==> config.mk <==
export PLATFORM = sky130hd
export DESIGN_NAME = mfpwm_timer
export DESIGN_NICKNAME = d
export VERILOG_FILES = /design/src/core/mfpwm_pkg.sv /design/src/core/mfpwm_timer.sv
export SDC_FILE = /design/constraint.sdc
export NUM_CORES = 1
export LEC_CHECK = 0
export ABC_AREA = 1
export BUFFER_PORTS_ARGS = -buffer_cell sky130_fd_sc_hd__buf_2
export CAP_MARGIN = 30
export CORE_MARGIN = 3
export CORE_UTILIZATION = 54
export DETAILED_ROUTE_END_ITERATION = 7
export PLACE_DENSITY = 0.83
export SKIP_CTS_REPAIR_TIMING = 1
export SYNTH_ARGS = -nofsm -noshare
export SYNTH_HDL_FRONTEND = slang
export SYNTH_SLANG_ARGS = --single-unit
==> constraint.sdc <==
create_clock -name sys_clk -period 1.95 [get_ports sys_clk]
set_input_delay 0.195 -clock sys_clk [delete_from_list [all_inputs] [get_ports sys_clk]]
set_output_delay 0.195 -clock sys_clk [all_outputs]
set_load 0.01 [all_outputs]
==> src/core/mfpwm_pkg.sv <==
// Behaviour
// RULE_01 - pad select: four 8-bit pad fields
// RULE_02 - software writes reserved fields with reset values
// RULE_03 - two 16-bit counters, two reload registers
// RULE_04 - 8-bit programmable prescaler on system clock
// RULE_05 - per-counter clock select; no-clock stops it
// RULE_06 - five modes with fixed counter roles; only mode 1 is implemented here
// RULE_07 - counter one reloads alternately A then B
// RULE_08 - output toggles on every counter one underflow
// RULE_09 - software picks initial output level
// RULE_10 - every restart takes first reload from A
// RULE_11 - mode select field picks mode 1
// RULE_12 - pending flags A/B on reloads, enabled interrupts
// RULE_13 - mode 1 counter two is timer, underflow interrupt
// RULE_14 - pulse train: mode 1 plus train enable
// RULE_15 - train: underflow toggles and decrements counter two
// RULE_16 - train: counter two underflow stops counter one
// RULE_17 - train: counter two underflow presets zero, no reload
// RULE_18 - software reloads counter two before next train
// RULE_19 - train length is counter two plus one
// RULE_20 - hardware start on selectable input B edge
// RULE_21 - software start via software trigger bit
// RULE_22 - software trigger only after unit enable
// RULE_23 - disabled after reset; train starts reload A
// RULE_24 - underflow: decrement at zero, actions same edge
package mfpwm_pkg;

  // ----------------------------------------------------------------
  // register map (byte addresses)
  // ----------------------------------------------------------------
  localparam logic [7:0] ADR_CNT1   = 8'h00;
  localparam logic [7:0] ADR_CNT2   = 8'h04;
  localparam logic [7:0] ADR_CRA    = 8'h08;
  localparam logic [7:0] ADR_CRB    = 8'h0C;
  localparam logic [7:0] ADR_MCTRL  = 8'h10;
  localparam logic [7:0] ADR_CKSEL  = 8'h14;
  localparam logic [7:0] ADR_PRESC  = 8'h18;
  localparam logic [7:0] ADR_IRQ    = 8'h1C;
  localparam logic [7:0] ADR_TRIG   = 8'h20;
  localparam logic [7:0] ADR_PADSEL = 8'h44;

  // ----------------------------------------------------------------
  // field positions, codes and reset values
  // ----------------------------------------------------------------
  localparam int unsigned IRQ_EN_A  = 0;
  localparam int unsigned IRQ_EN_B  = 1;
  localparam int unsigned IRQ_EN_D  = 2;
  localparam int unsigned IRQ_PND_A = 4;
  localparam int unsigned IRQ_PND_B = 5;
  localparam int unsigned IRQ_PND_D = 6;
  localparam int unsigned TRIG_BIT  = 0;
  localparam logic [2:0]  MODE_PWM  = 3'h1;
  localparam logic [7:0]  PAD_MAX   = 8'h0E;
  localparam logic [15:0] CNT_ZERO  = 16'h0000;
  localparam logic [15:0] CNT_FULL  = 16'hFFFF;
  localparam logic [31:0] REG_RST   = 32'h00000000;

  typedef enum logic [1:0] {
    CK_NONE  = 2'b00,
    CK_PRESC = 2'b01,
    CK_EVENT = 2'b10,
    CK_ACCUM = 2'b11
  } mfpwm_ck_e;

  typedef enum logic [1:0] {
    PT_IDLE = 2'b00,
    PT_RUN  = 2'b01
  } mfpwm_pt_e;

  typedef struct packed {
    logic [22:0] rsvd;
    logic        pin_a_en;
    logic        pin_b_rise;
    logic        software_start_enable;
    logic        pulse_train_enable;
    logic        unit_enable;
    logic        output_initial_level;
    logic [2:0]  mode_select_field;
  } mfpwm_mctrl_s;

  typedef struct packed {
    logic [27:0] rsvd;
    mfpwm_ck_e   ck2;
    mfpwm_ck_e   ck1;
  } mfpwm_cksel_s;

  typedef struct packed {
    logic [7:0] unit2_input_b_pad;
    logic [7:0] unit2_input_a_pad;
    logic [7:0] unit1_input_b_pad;
    logic [7:0] unit1_input_a_pad;
  } mfpwm_padsel_s;

endpackage

==> src/core/mfpwm_timer.sv <==
`timescale 1ns/1ps
`default_nettype none
module mfpwm_timer
  import mfpwm_pkg::*;
#(
  parameter int unsigned CNT_W = 16,
  parameter int unsigned PSC_W = 8,
  parameter int unsigned NPADS = 15
) (
  // clock and reset
  input  wire logic             sys_clk,
  input  wire logic             rst,
  // avalon-mm slave
  input  wire logic [7:0]       avs_address,
  input  wire logic             avs_read,
  input  wire logic             avs_write,
  input  wire logic [31:0]      avs_writedata,
  input  wire logic [3:0]       avs_byteenable,
  output var  logic [31:0]      avs_readdata,
  output var  logic             avs_waitrequest,
  // pads
  input  wire logic             timer_pin_b,
  input  wire logic [NPADS-1:0] pads_in,
  output var  logic             pwm_output_pad,
  output var  logic [3:0]       pad_level,
  // interrupts
  output var  logic             irq_a,
  output var  logic             irq_b,
  output var  logic             irq_d
);

  // ------------------------------------------------------------------
  // registers
  // ------------------------------------------------------------------
  logic [CNT_W-1:0] counter_one_r;      // [RULE_03]
  logic [CNT_W-1:0] counter_two_r;      // [RULE_03]
  logic [CNT_W-1:0] reload_capture_a_r; // [RULE_03]
  logic [CNT_W-1:0] reload_capture_b_r; // [RULE_03]
  mfpwm_mctrl_s     mode_control_reg_r;
  mfpwm_cksel_s     clock_selector_reg_r;
  mfpwm_padsel_s    timer_input_pad_select_r;
  logic [PSC_W-1:0] presc_r;
  logic [PSC_W-1:0] div_cnt_r;
  logic [2:0]       irq_en_r;
  logic             pending_flag_a_r;
  logic             pending_flag_b_r;
  logic             pending_flag_d_r;
  logic             software_trigger_r;
  logic             next_b_r;
  logic             pwm_r;
  logic             pin_b_q_r;
  mfpwm_pt_e        pt_state_r;
  logic             wait_r;
  logic [31:0]      rdata_r;
  logic [3:0]       pad_level_r;
  logic             irq_a_r;
  logic             irq_b_r;
  logic             irq_d_r;

  // ------------------------------------------------------------------
  // bus decode
  // ------------------------------------------------------------------
  logic wr_en;
  logic rd_take;
  logic wr_cnt1;
  logic wr_cnt2;
  logic wr_irq;

  // a write lands at the edge where waitrequest is seen low
  assign wr_en   = avs_write && !wait_r;
  assign rd_take = avs_read && wait_r;
  assign wr_cnt1 = wr_en && (avs_address == ADR_CNT1);
  assign wr_cnt2 = wr_en && (avs_address == ADR_CNT2);
  assign wr_irq  = wr_en && (avs_address == ADR_IRQ);

  // byte-enable merge shared by every writable register except the trigger bit and the write-one-to-clear pending flags
  function automatic logic [31:0] be_merge(input logic [31:0] old_v,
                                           input logic [31:0] new_v,
                                           input logic [3:0]  be);
    logic [31:0] res;
    res = old_v;
    for (int i = 0; i < 4; i++) begin
      if (be[i]) begin
        res[i*8 +: 8] = new_v[i*8 +: 8];
      end
    end
    return res;
  endfunction

  // ------------------------------------------------------------------
  // clock sources
  // ------------------------------------------------------------------
  logic      presc_tick;
  logic      evt_edge;
  logic      mode_one;
  logic      pt_mode;
  logic      run1;
  logic      tick1;
  logic      tick2;
  logic      uf1;
  logic      uf2;
  logic      pt_start;

  // prescaler divides by presc_r + 1; the tick is one cycle wide [RULE_04]
  assign presc_tick = (div_cnt_r == presc_r);

  // input b edge, polarity from the control register [RULE_20]
  assign evt_edge = mode_control_reg_r.pin_b_rise ? (timer_pin_b && !pin_b_q_r)
                                                  : (!timer_pin_b && pin_b_q_r);

  // one tick per selected source; no-clock never ticks [RULE_05]
  function automatic logic src_tick(input mfpwm_ck_e ck, input logic psc,
                                    input logic edg, input logic lvl);
    logic t;
    t = 1'b0;
    case (ck)
      CK_PRESC: t = psc;
      CK_EVENT: t = edg;
      CK_ACCUM: t = psc && lvl;
      default:  t = 1'b0;
    endcase
    return t;
  endfunction

  // mode decode; only mode 1 and its pulse-train variant run here [RULE_06] [RULE_11] [RULE_14]
  assign mode_one = mode_control_reg_r.unit_enable &&
                    (mode_control_reg_r.mode_select_field == MODE_PWM);
  assign pt_mode  = mode_one && mode_control_reg_r.pulse_train_enable;

  // counter one runs only with a clock and, in a train, only while armed [RULE_16]
  assign run1  = mode_one && (clock_selector_reg_r.ck1 != CK_NONE) &&
                 (!pt_mode || (pt_state_r == PT_RUN));
  assign tick1 = run1 && src_tick(clock_selector_reg_r.ck1, presc_tick, evt_edge, timer_pin_b);
  // underflow is a decrement taken while the counter holds zero [RULE_24]
  assign uf1   = tick1 && (counter_one_r == CNT_ZERO);

  // counter two: own clock in mode 1, counter one underflows in a train [RULE_13] [RULE_15]
  assign tick2 = pt_mode ? uf1
                         : (mode_one &&
                            src_tick(clock_selector_reg_r.ck2, presc_tick, evt_edge, timer_pin_b));
  assign uf2   = tick2 && (counter_two_r == CNT_ZERO);

  // start request: software bit or hardware edge on input b [RULE_20] [RULE_21]
  assign pt_start = pt_mode && (mode_control_reg_r.software_start_enable ? software_trigger_r
                                                                         : evt_edge);

  // ------------------------------------------------------------------
  // bus slave
  // ------------------------------------------------------------------
  // one wait cycle per access; read data is registered on the same edge where waitrequest drops
  always_ff @(posedge sys_clk) begin
    if (rst) begin
      wait_r <= 1'b1;
    end else begin
      wait_r <= !((avs_read || avs_write) && wait_r);
    end
  end

  // read mux; unmapped addresses read zero
  always_ff @(posedge sys_clk) begin
    if (rst) begin
      rdata_r <= REG_RST;
    end else if (rd_take) begin
      case (avs_address)
        ADR_CNT1:   rdata_r <= 32'(counter_one_r);
        ADR_CNT2:   rdata_r <= 32'(counter_two_r);
        ADR_CRA:    rdata_r <= 32'(reload_capture_a_r);
        ADR_CRB:    rdata_r <= 32'(reload_capture_b_r);
        ADR_MCTRL:  rdata_r <= mode_control_reg_r;
        ADR_CKSEL:  rdata_r <= clock_selector_reg_r;
        ADR_PRESC:  rdata_r <= 32'(presc_r);
        ADR_IRQ:    rdata_r <= REG_RST | (32'(irq_en_r) << IRQ_EN_A) |
                               (32'(pending_flag_a_r) << IRQ_PND_A) |
                               (32'(pending_flag_b_r) << IRQ_PND_B) |
                               (32'(pending_flag_d_r) << IRQ_PND_D);
        ADR_TRIG:   rdata_r <= 32'(software_trigger_r) << TRIG_BIT;
        ADR_PADSEL: rdata_r <= timer_input_pad_select_r;
        default:    rdata_r <= REG_RST;
      endcase
    end
  end

  // configuration registers; reserved bits of the mode and clock select registers are kept as written [RULE_02]
  always_ff @(posedge sys_clk) begin
    if (rst) begin
      mode_control_reg_r       <= mfpwm_mctrl_s'(REG_RST); // disabled after reset [RULE_23]
      clock_selector_reg_r     <= mfpwm_cksel_s'(REG_RST);
      timer_input_pad_select_r <= mfpwm_padsel_s'(REG_RST);
      reload_capture_a_r       <= CNT_ZERO;
      reload_capture_b_r       <= CNT_ZERO;
      presc_r                  <= PSC_W'(REG_RST);
      irq_en_r                 <= 3'(REG_RST);
    end else if (wr_en) begin
      case (avs_address)
        ADR_MCTRL:  mode_control_reg_r <= mfpwm_mctrl_s'(be_merge(mode_control_reg_r,
                                            avs_writedata, avs_byteenable));
        ADR_CKSEL:  clock_selector_reg_r <= mfpwm_cksel_s'(be_merge(clock_selector_reg_r,
                                              avs_writedata, avs_byteenable));
        ADR_PADSEL: timer_input_pad_select_r <= mfpwm_padsel_s'(be_merge(
                      timer_input_pad_select_r, avs_writedata, avs_byteenable)); // [RULE_01]
        ADR_CRA:    reload_capture_a_r <= CNT_W'(be_merge(32'(reload_capture_a_r),
                                            avs_writedata, avs_byteenable));
        ADR_CRB:    reload_capture_b_r <= CNT_W'(be_merge(32'(reload_capture_b_r),
                                            avs_writedata, avs_byteenable));
        ADR_PRESC:  presc_r <= PSC_W'(be_merge(32'(presc_r), avs_writedata, avs_byteenable));
        ADR_IRQ:    irq_en_r <= 3'(be_merge(32'(irq_en_r), avs_writedata, avs_byteenable));
        default:    irq_en_r <= irq_en_r;
      endcase
    end
  end

  // ------------------------------------------------------------------
  // prescaler and input edge history
  // ------------------------------------------------------------------
  // free-running divider, restarts on every tick [RULE_04]
  always_ff @(posedge sys_clk) begin
    if (rst) begin
      div_cnt_r <= PSC_W'(REG_RST);
    end else if (presc_tick) begin
      div_cnt_r <= PSC_W'(REG_RST);
    end else begin
      div_cnt_r <= div_cnt_r + PSC_W'(1);
    end
  end

  // previous level of input b for edge detection
  always_ff @(posedge sys_clk) begin
    if (rst) begin
      pin_b_q_r <= 1'b0;
    end else begin
      pin_b_q_r <= timer_pin_b;
    end
  end

  // ------------------------------------------------------------------
  // counter one, reload alternation and output
  // ------------------------------------------------------------------
  // a software write wins over a count in the same cycle
  always_ff @(posedge sys_clk) begin
    if (rst) begin
      counter_one_r <= CNT_ZERO;
    end else if (wr_cnt1) begin
      counter_one_r <= CNT_W'(be_merge(32'(counter_one_r), avs_writedata, avs_byteenable));
    end else if (uf1) begin
      counter_one_r <= next_b_r ? reload_capture_b_r : reload_capture_a_r; // [RULE_07]
    end else if (tick1) begin
      counter_one_r <= counter_one_r - CNT_W'(1);
    end
  end

  // alternation pointer; any stop returns it to A [RULE_10] [RULE_23]
  always_ff @(posedge sys_clk) begin
    if (rst || !run1) begin
      next_b_r <= 1'b0;
    end else if (uf1) begin
      next_b_r <= !next_b_r; // [RULE_07]
    end
  end

  // output parks at the initial level while stopped, toggles per underflow [RULE_08] [RULE_09]
  always_ff @(posedge sys_clk) begin
    if (rst) begin
      pwm_r <= 1'b0;
    end else if (!run1) begin
      pwm_r <= mode_control_reg_r.output_initial_level; // [RULE_09]
    end else if (uf1 && mode_control_reg_r.pin_a_en) begin
      pwm_r <= !pwm_r; // [RULE_08] [RULE_15]
    end
  end

  // ------------------------------------------------------------------
  // counter two
  // ------------------------------------------------------------------
  // mode 1 wraps to all ones; a train presets zero and never reloads [RULE_17]
  always_ff @(posedge sys_clk) begin
    if (rst) begin
      counter_two_r <= CNT_ZERO;
    end else if (wr_cnt2) begin
      counter_two_r <= CNT_W'(be_merge(32'(counter_two_r), avs_writedata, avs_byteenable));
    end else if (uf2) begin
      counter_two_r <= pt_mode ? CNT_ZERO : CNT_FULL; // [RULE_17] [RULE_13]
    end else if (tick2) begin
      counter_two_r <= counter_two_r - CNT_W'(1); // [RULE_15]
    end
  end

  // ------------------------------------------------------------------
  // pulse-train sequencer
  // ------------------------------------------------------------------
  // the underflow of counter two coincides with the end of a phase, so
  // counter one stops on that same edge: count + 1 phases per train [RULE_16] [RULE_19]
  always_ff @(posedge sys_clk) begin
    if (rst || !pt_mode) begin
      pt_state_r <= PT_IDLE;
    end else begin
      case (pt_state_r)
        PT_IDLE: begin
          if (pt_start) begin
            pt_state_r <= PT_RUN; // [RULE_20] [RULE_21]
          end
        end
        PT_RUN: begin
          if (uf2) begin
            pt_state_r <= PT_IDLE; // [RULE_16]
          end
        end
        default: pt_state_r <= PT_IDLE;
      endcase
    end
  end

  // software trigger: set by software, cleared by hardware when the train ends
  // software must enable the unit first; a trigger set while disabled waits
  always_ff @(posedge sys_clk) begin
    if (rst) begin
      software_trigger_r <= 1'b0;
    end else if (wr_en && (avs_address == ADR_TRIG) && avs_byteenable[0] &&
                 avs_writedata[TRIG_BIT]) begin
      software_trigger_r <= 1'b1; // [RULE_21]
    end else if (pt_mode && (pt_state_r == PT_RUN) && uf2) begin
      software_trigger_r <= 1'b0;
    end
  end

  // ------------------------------------------------------------------
  // pending flags and interrupt lines
  // ------------------------------------------------------------------
  // write one to clear; a reload in the clearing cycle still sets [RULE_12]
  always_ff @(posedge sys_clk) begin
    if (rst) begin
      pending_flag_a_r <= 1'b0;
      pending_flag_b_r <= 1'b0;
      pending_flag_d_r <= 1'b0;
    end else begin
      pending_flag_a_r <= (uf1 && !next_b_r) ||
        (pending_flag_a_r && !(wr_irq && avs_byteenable[0] && avs_writedata[IRQ_PND_A]));
      pending_flag_b_r <= (uf1 && next_b_r) ||
        (pending_flag_b_r && !(wr_irq && avs_byteenable[0] && avs_writedata[IRQ_PND_B]));
      pending_flag_d_r <= uf2 ||
        (pending_flag_d_r && !(wr_irq && avs_byteenable[0] && avs_writedata[IRQ_PND_D]));
    end
  end

  // registered interrupt lines, one per source [RULE_12] [RULE_13]
  always_ff @(posedge sys_clk) begin
    if (rst) begin
      irq_a_r <= 1'b0;
      irq_b_r <= 1'b0;
      irq_d_r <= 1'b0;
    end else begin
      irq_a_r <= pending_flag_a_r && irq_en_r[IRQ_EN_A];
      irq_b_r <= pending_flag_b_r && irq_en_r[IRQ_EN_B];
      irq_d_r <= pending_flag_d_r && irq_en_r[IRQ_EN_D];
    end
  end

  // ------------------------------------------------------------------
  // pad selection for the capture inputs
  // ------------------------------------------------------------------
  // codes past the last pad select nothing and read low [RULE_01]
  for (genvar g = 0; g < 4; g++) begin : g_pad
    logic [7:0] code;
    assign code = timer_input_pad_select_r[g*8 +: 8];
    always_ff @(posedge sys_clk) begin
      if (rst) begin
        pad_level_r[g] <= 1'b0;
      end else begin
        pad_level_r[g] <= (code <= PAD_MAX) ? pads_in[code[3:0]] : 1'b0;
      end
    end
  end

  // ------------------------------------------------------------------
  // outputs
  // ------------------------------------------------------------------
  assign avs_readdata    = rdata_r;
  assign avs_waitrequest = wait_r;
  assign pwm_output_pad  = pwm_r;
  assign pad_level       = pad_level_r;
  assign irq_a           = irq_a_r;
  assign irq_b           = irq_b_r;
  assign irq_d           = irq_d_r;
endmodule
`default_nettype wire

==> flow_metrics.tcl <==
set metrics [dict create \
    status "finished with violations" \
    violations "DRC, hold timing, setup timing" \
    fin_nets 1937 \
    required_ns 2.41 \
    timing.critical_path.buf_inv 0 \
    fin_skew_ns 0.0236 \
    seqPwrFrac 0.452 \
    layout_common_cells "nand2_1 (352), dfxtp_1 (219), a21oi_1 (192)" \
    place_hpwl_um 27600 \
    p_leak_nw 6.05 \
    syn2layout_area_growth_pct 26.7 \
    yosysSeqAreaShare 0.399 \
    antenna_cells 0 \
    syn_inst 1664 \
    layout_commonest_cell "nand2_1" \
    slew_violations 0 \
    hold_class "primary input to register" \
    grtUsageMet3 0.0613 \
    min_period_over_period 1.07 \
    start_util 0.556 \
    setup_ws_ns -0.132 \
    holdPathStages 3 \
    clock_latency_ns 0.54 \
    rows 52 \
    start_kind "register" \
    hold_ws_ns -0.0189 \
    maxCapViolCount 0 \
    synth-edff-count 0 \
    cts_sinks 227 \
    synth_area_per_cell_um2 6.85 \
    fin_crit_ns 2.08 \
    fin_util 0.704 \
    critPathMostFrequentCell "nand2_2" \
    dieArea_mm2 0.0229 \
    path_max_fanout 8 \
    clk_pin_slew_ns 0.06 \
    critPathKind "register to register" \
    place_congestion 1.01 \
    power_switching_mw 2.31 \
    design_area_mm2 0.0144 \
    cts.path.max_buffers 3 \
    firstDrtPassIters 7 \
    ioPinCount 105 \
    rsz0062_at_grt "true" \
    setup_violations 33 \
    synth_top_area_share 0.399 \
    p_int_mw 7.99 \
    avgViaCountPerCell 5.94 \
    synth-async-reset-ratio 0 \
    synthFlopType "dfxtp_1" \
    max_freq_ghz 0.480 \
    dieHeight_um 151 \
    combPwrFrac 0.049 \
    synthTopCellsByArea "dfxtp_1 (40%), nand2_1 (12%), a21oi_1 (9.1%)" \
    ff2ff_path_depth 11 \
    htree_levels 1 \
    ys_warn_count 0 \
    grt_usage 0.326 \
    grt.busiest_layer "met2" \
    grt_pass1_vias 11200 \
    relSlewSlack 0.633 \
    dpl-instance-area_mm2 0.0128 \
    grt_max_degree 75 \
    cpPeakStageDelay_ns 0.34 \
    port_buffers 104 \
    p_per_area_mw_per_mm2 713 \
    drive_above_1_share 0.221 \
    grt_pass1_wl_um 59100 \
    vias 12800 \
    grt-ovfl-total 0 \
    cts_tree "yes" \
    drc 1 \
    crit_slowest_cell "dfxtp_2" \
    met1_usage 0.444 \
    ys_ff_latch 227 \
    drtIter0Drc 1280 \
    synth_area_leader_cell "dfxtp_1" \
    die_x_um 151 \
    hold_viol 5 \
    worstMarginPinSlew_ns 0.537 \
    cp-end-kind "register" \
    antenna_found_initial 0 \
    ir_worst_vdd_mv 0.721 \
    crit_family "simple AND/OR/NAND/NOR gates" \
    core_region_area_mm2 0.0205 \
    p_clk_frac 0.499 \
    cp.arrival_ns 2.54 \
    yosysUniqueCellTypes 47 \
    synth_area_mm2 0.0114 \
    wl_um 40500 \
    p_sw_frac 0.224 \
    cp.depth 11 \
    avgRoutedWirePerCell_um 18.7 \
    use_met2 0.508 \
    numCtsBuffers 25 \
    clockRootBuffer "clkbuf_16" \
    synth_nets 1731 \
    drtAntennaViolNets 0 \
    crit_chain "xnor2_2, nand2_2, nor2_2, nand2_2, a21oi_4, nand4_1, nand2_2, nand3_4, nand3_2, nand2_2, a21oi_2" \
]
Yosys cell counts, types with 14 or more instances:
master,instances
inv_1,171
o21ai_0,171
clkbuf_1,48
o22ai_1,20
nand3_1,67
nor2_1,134
nand4_1,17
nand2_1,376
o21ai_1,31
dfxtp_1,227
xor2_1,19
inv_2,14
a21oi_1,207
power groups by stage:
stage	combinational, mW	clock [mW]	sequential [mW]
after global routing	0.531	5.33	4.65
after global placement	0.442	0	4.75
after detailed placement	0.444	0	4.75
after floorplan	0.199	0	4.76
final	0.506	5.14	4.65
after CTS	0.448	5.13	4.65
logic make-up (layout without fill, tap and decap cells):
group | after synthesis | count (layout) | synth area share
adder cells (fa/ha/maj) | 3 | 3 | 0.00330
XOR/XNOR | 26 | 26 | 0.0200
AO/OA/AOI/OAI | 503 | 503 | 0.246
AND/OR/NAND/NOR | 641 | 644 | 0.239
buffers and inverters | 264 | 485 | 0.0933
flip-flops | 227 | 227 | 0.399
worst reg2reg max path, stage by stage, from the launching register on:
cell     delay (ns)
dfxtp_2        0.34
xnor2_2        0.18
nand2_2        0.08
nor2_2         0.12
nand2_2        0.08
a21oi_4        0.27
nand4_1        0.22
nand2_2        0.20
nand3_4        0.20
nand3_2        0.13
nand2_2        0.06
a21oi_2        0.12
sequential cells by signal (all words and copies together), names as in the netlist:
register and count:
avs_readdata 32, avs_waitrequest 1, clock_selector_reg_r 32, counter_one_r 16, counter_two_r 16, div_cnt_r 8
g_pad.code 32, irq_a 1, irq_b 1, irq_d 1, irq_en_r 3, mode_control_reg_r 32
next_b_r 1, pad_level 4, pending_flag_a_r 1, pending_flag_b_r 1, pending_flag_d_r 1, pin_b_q_r 1
presc_r 8, pt_state_r 1, pwm_output_pad 1, reload_capture_a_r 16, reload_capture_b_r 16, software_trigger_r 1
cell type report:
cell class / instances / area, um2
fill: 1665 / 6070
inverter: 190 / 729
tap: 270 / 338
sequential: 227 / 4550
multi-input combinational: 1176 / 6140
timing repair buffer: 250 / 1770
clock buffer: 37 / 751
clock inverter: 8 / 146
metal layers:
metal | vias up | wire length [um]
met4 | 0 | 2130
met5 | - | 0
met2 | 803 | 18300
li1 | 5970 | -
met1 | 5847 | 15700
met3 | 198 | 4350
final timing paths:
path                     start                endpoint  slack [ns]
max reg2reg       div_cnt_r[6]       counter_two_r[15]       -0.13
min reg2reg   g_pad[2].code[7]            pad_level[2]        0.43
max               div_cnt_r[6]       counter_two_r[15]       -0.13
min          avs_writedata[28]  mode_control_reg_r[28]       -0.02
per-stage QoR:
stage	hold WS [ns]	power, mW	setup slack [ns]	instances	setup TNS [ns]
2_1_floorplan	0.311	4.96	0.0697	1664	0
3_3_place_gp	0.412	5.20	-0.120	2080	-1.46
3_5_place_dp	0.418	5.20	-0.169	2080	-3.79
4_1_cts	-0.121	10.2	-0.259	2125	-5.55
5_1_grt	0.0000616	10.5	-0.235	2158	-6.35
6_report	-0.0189	10.3	-0.132	2158	-2.38
Power figures use the tool's default switching activity.
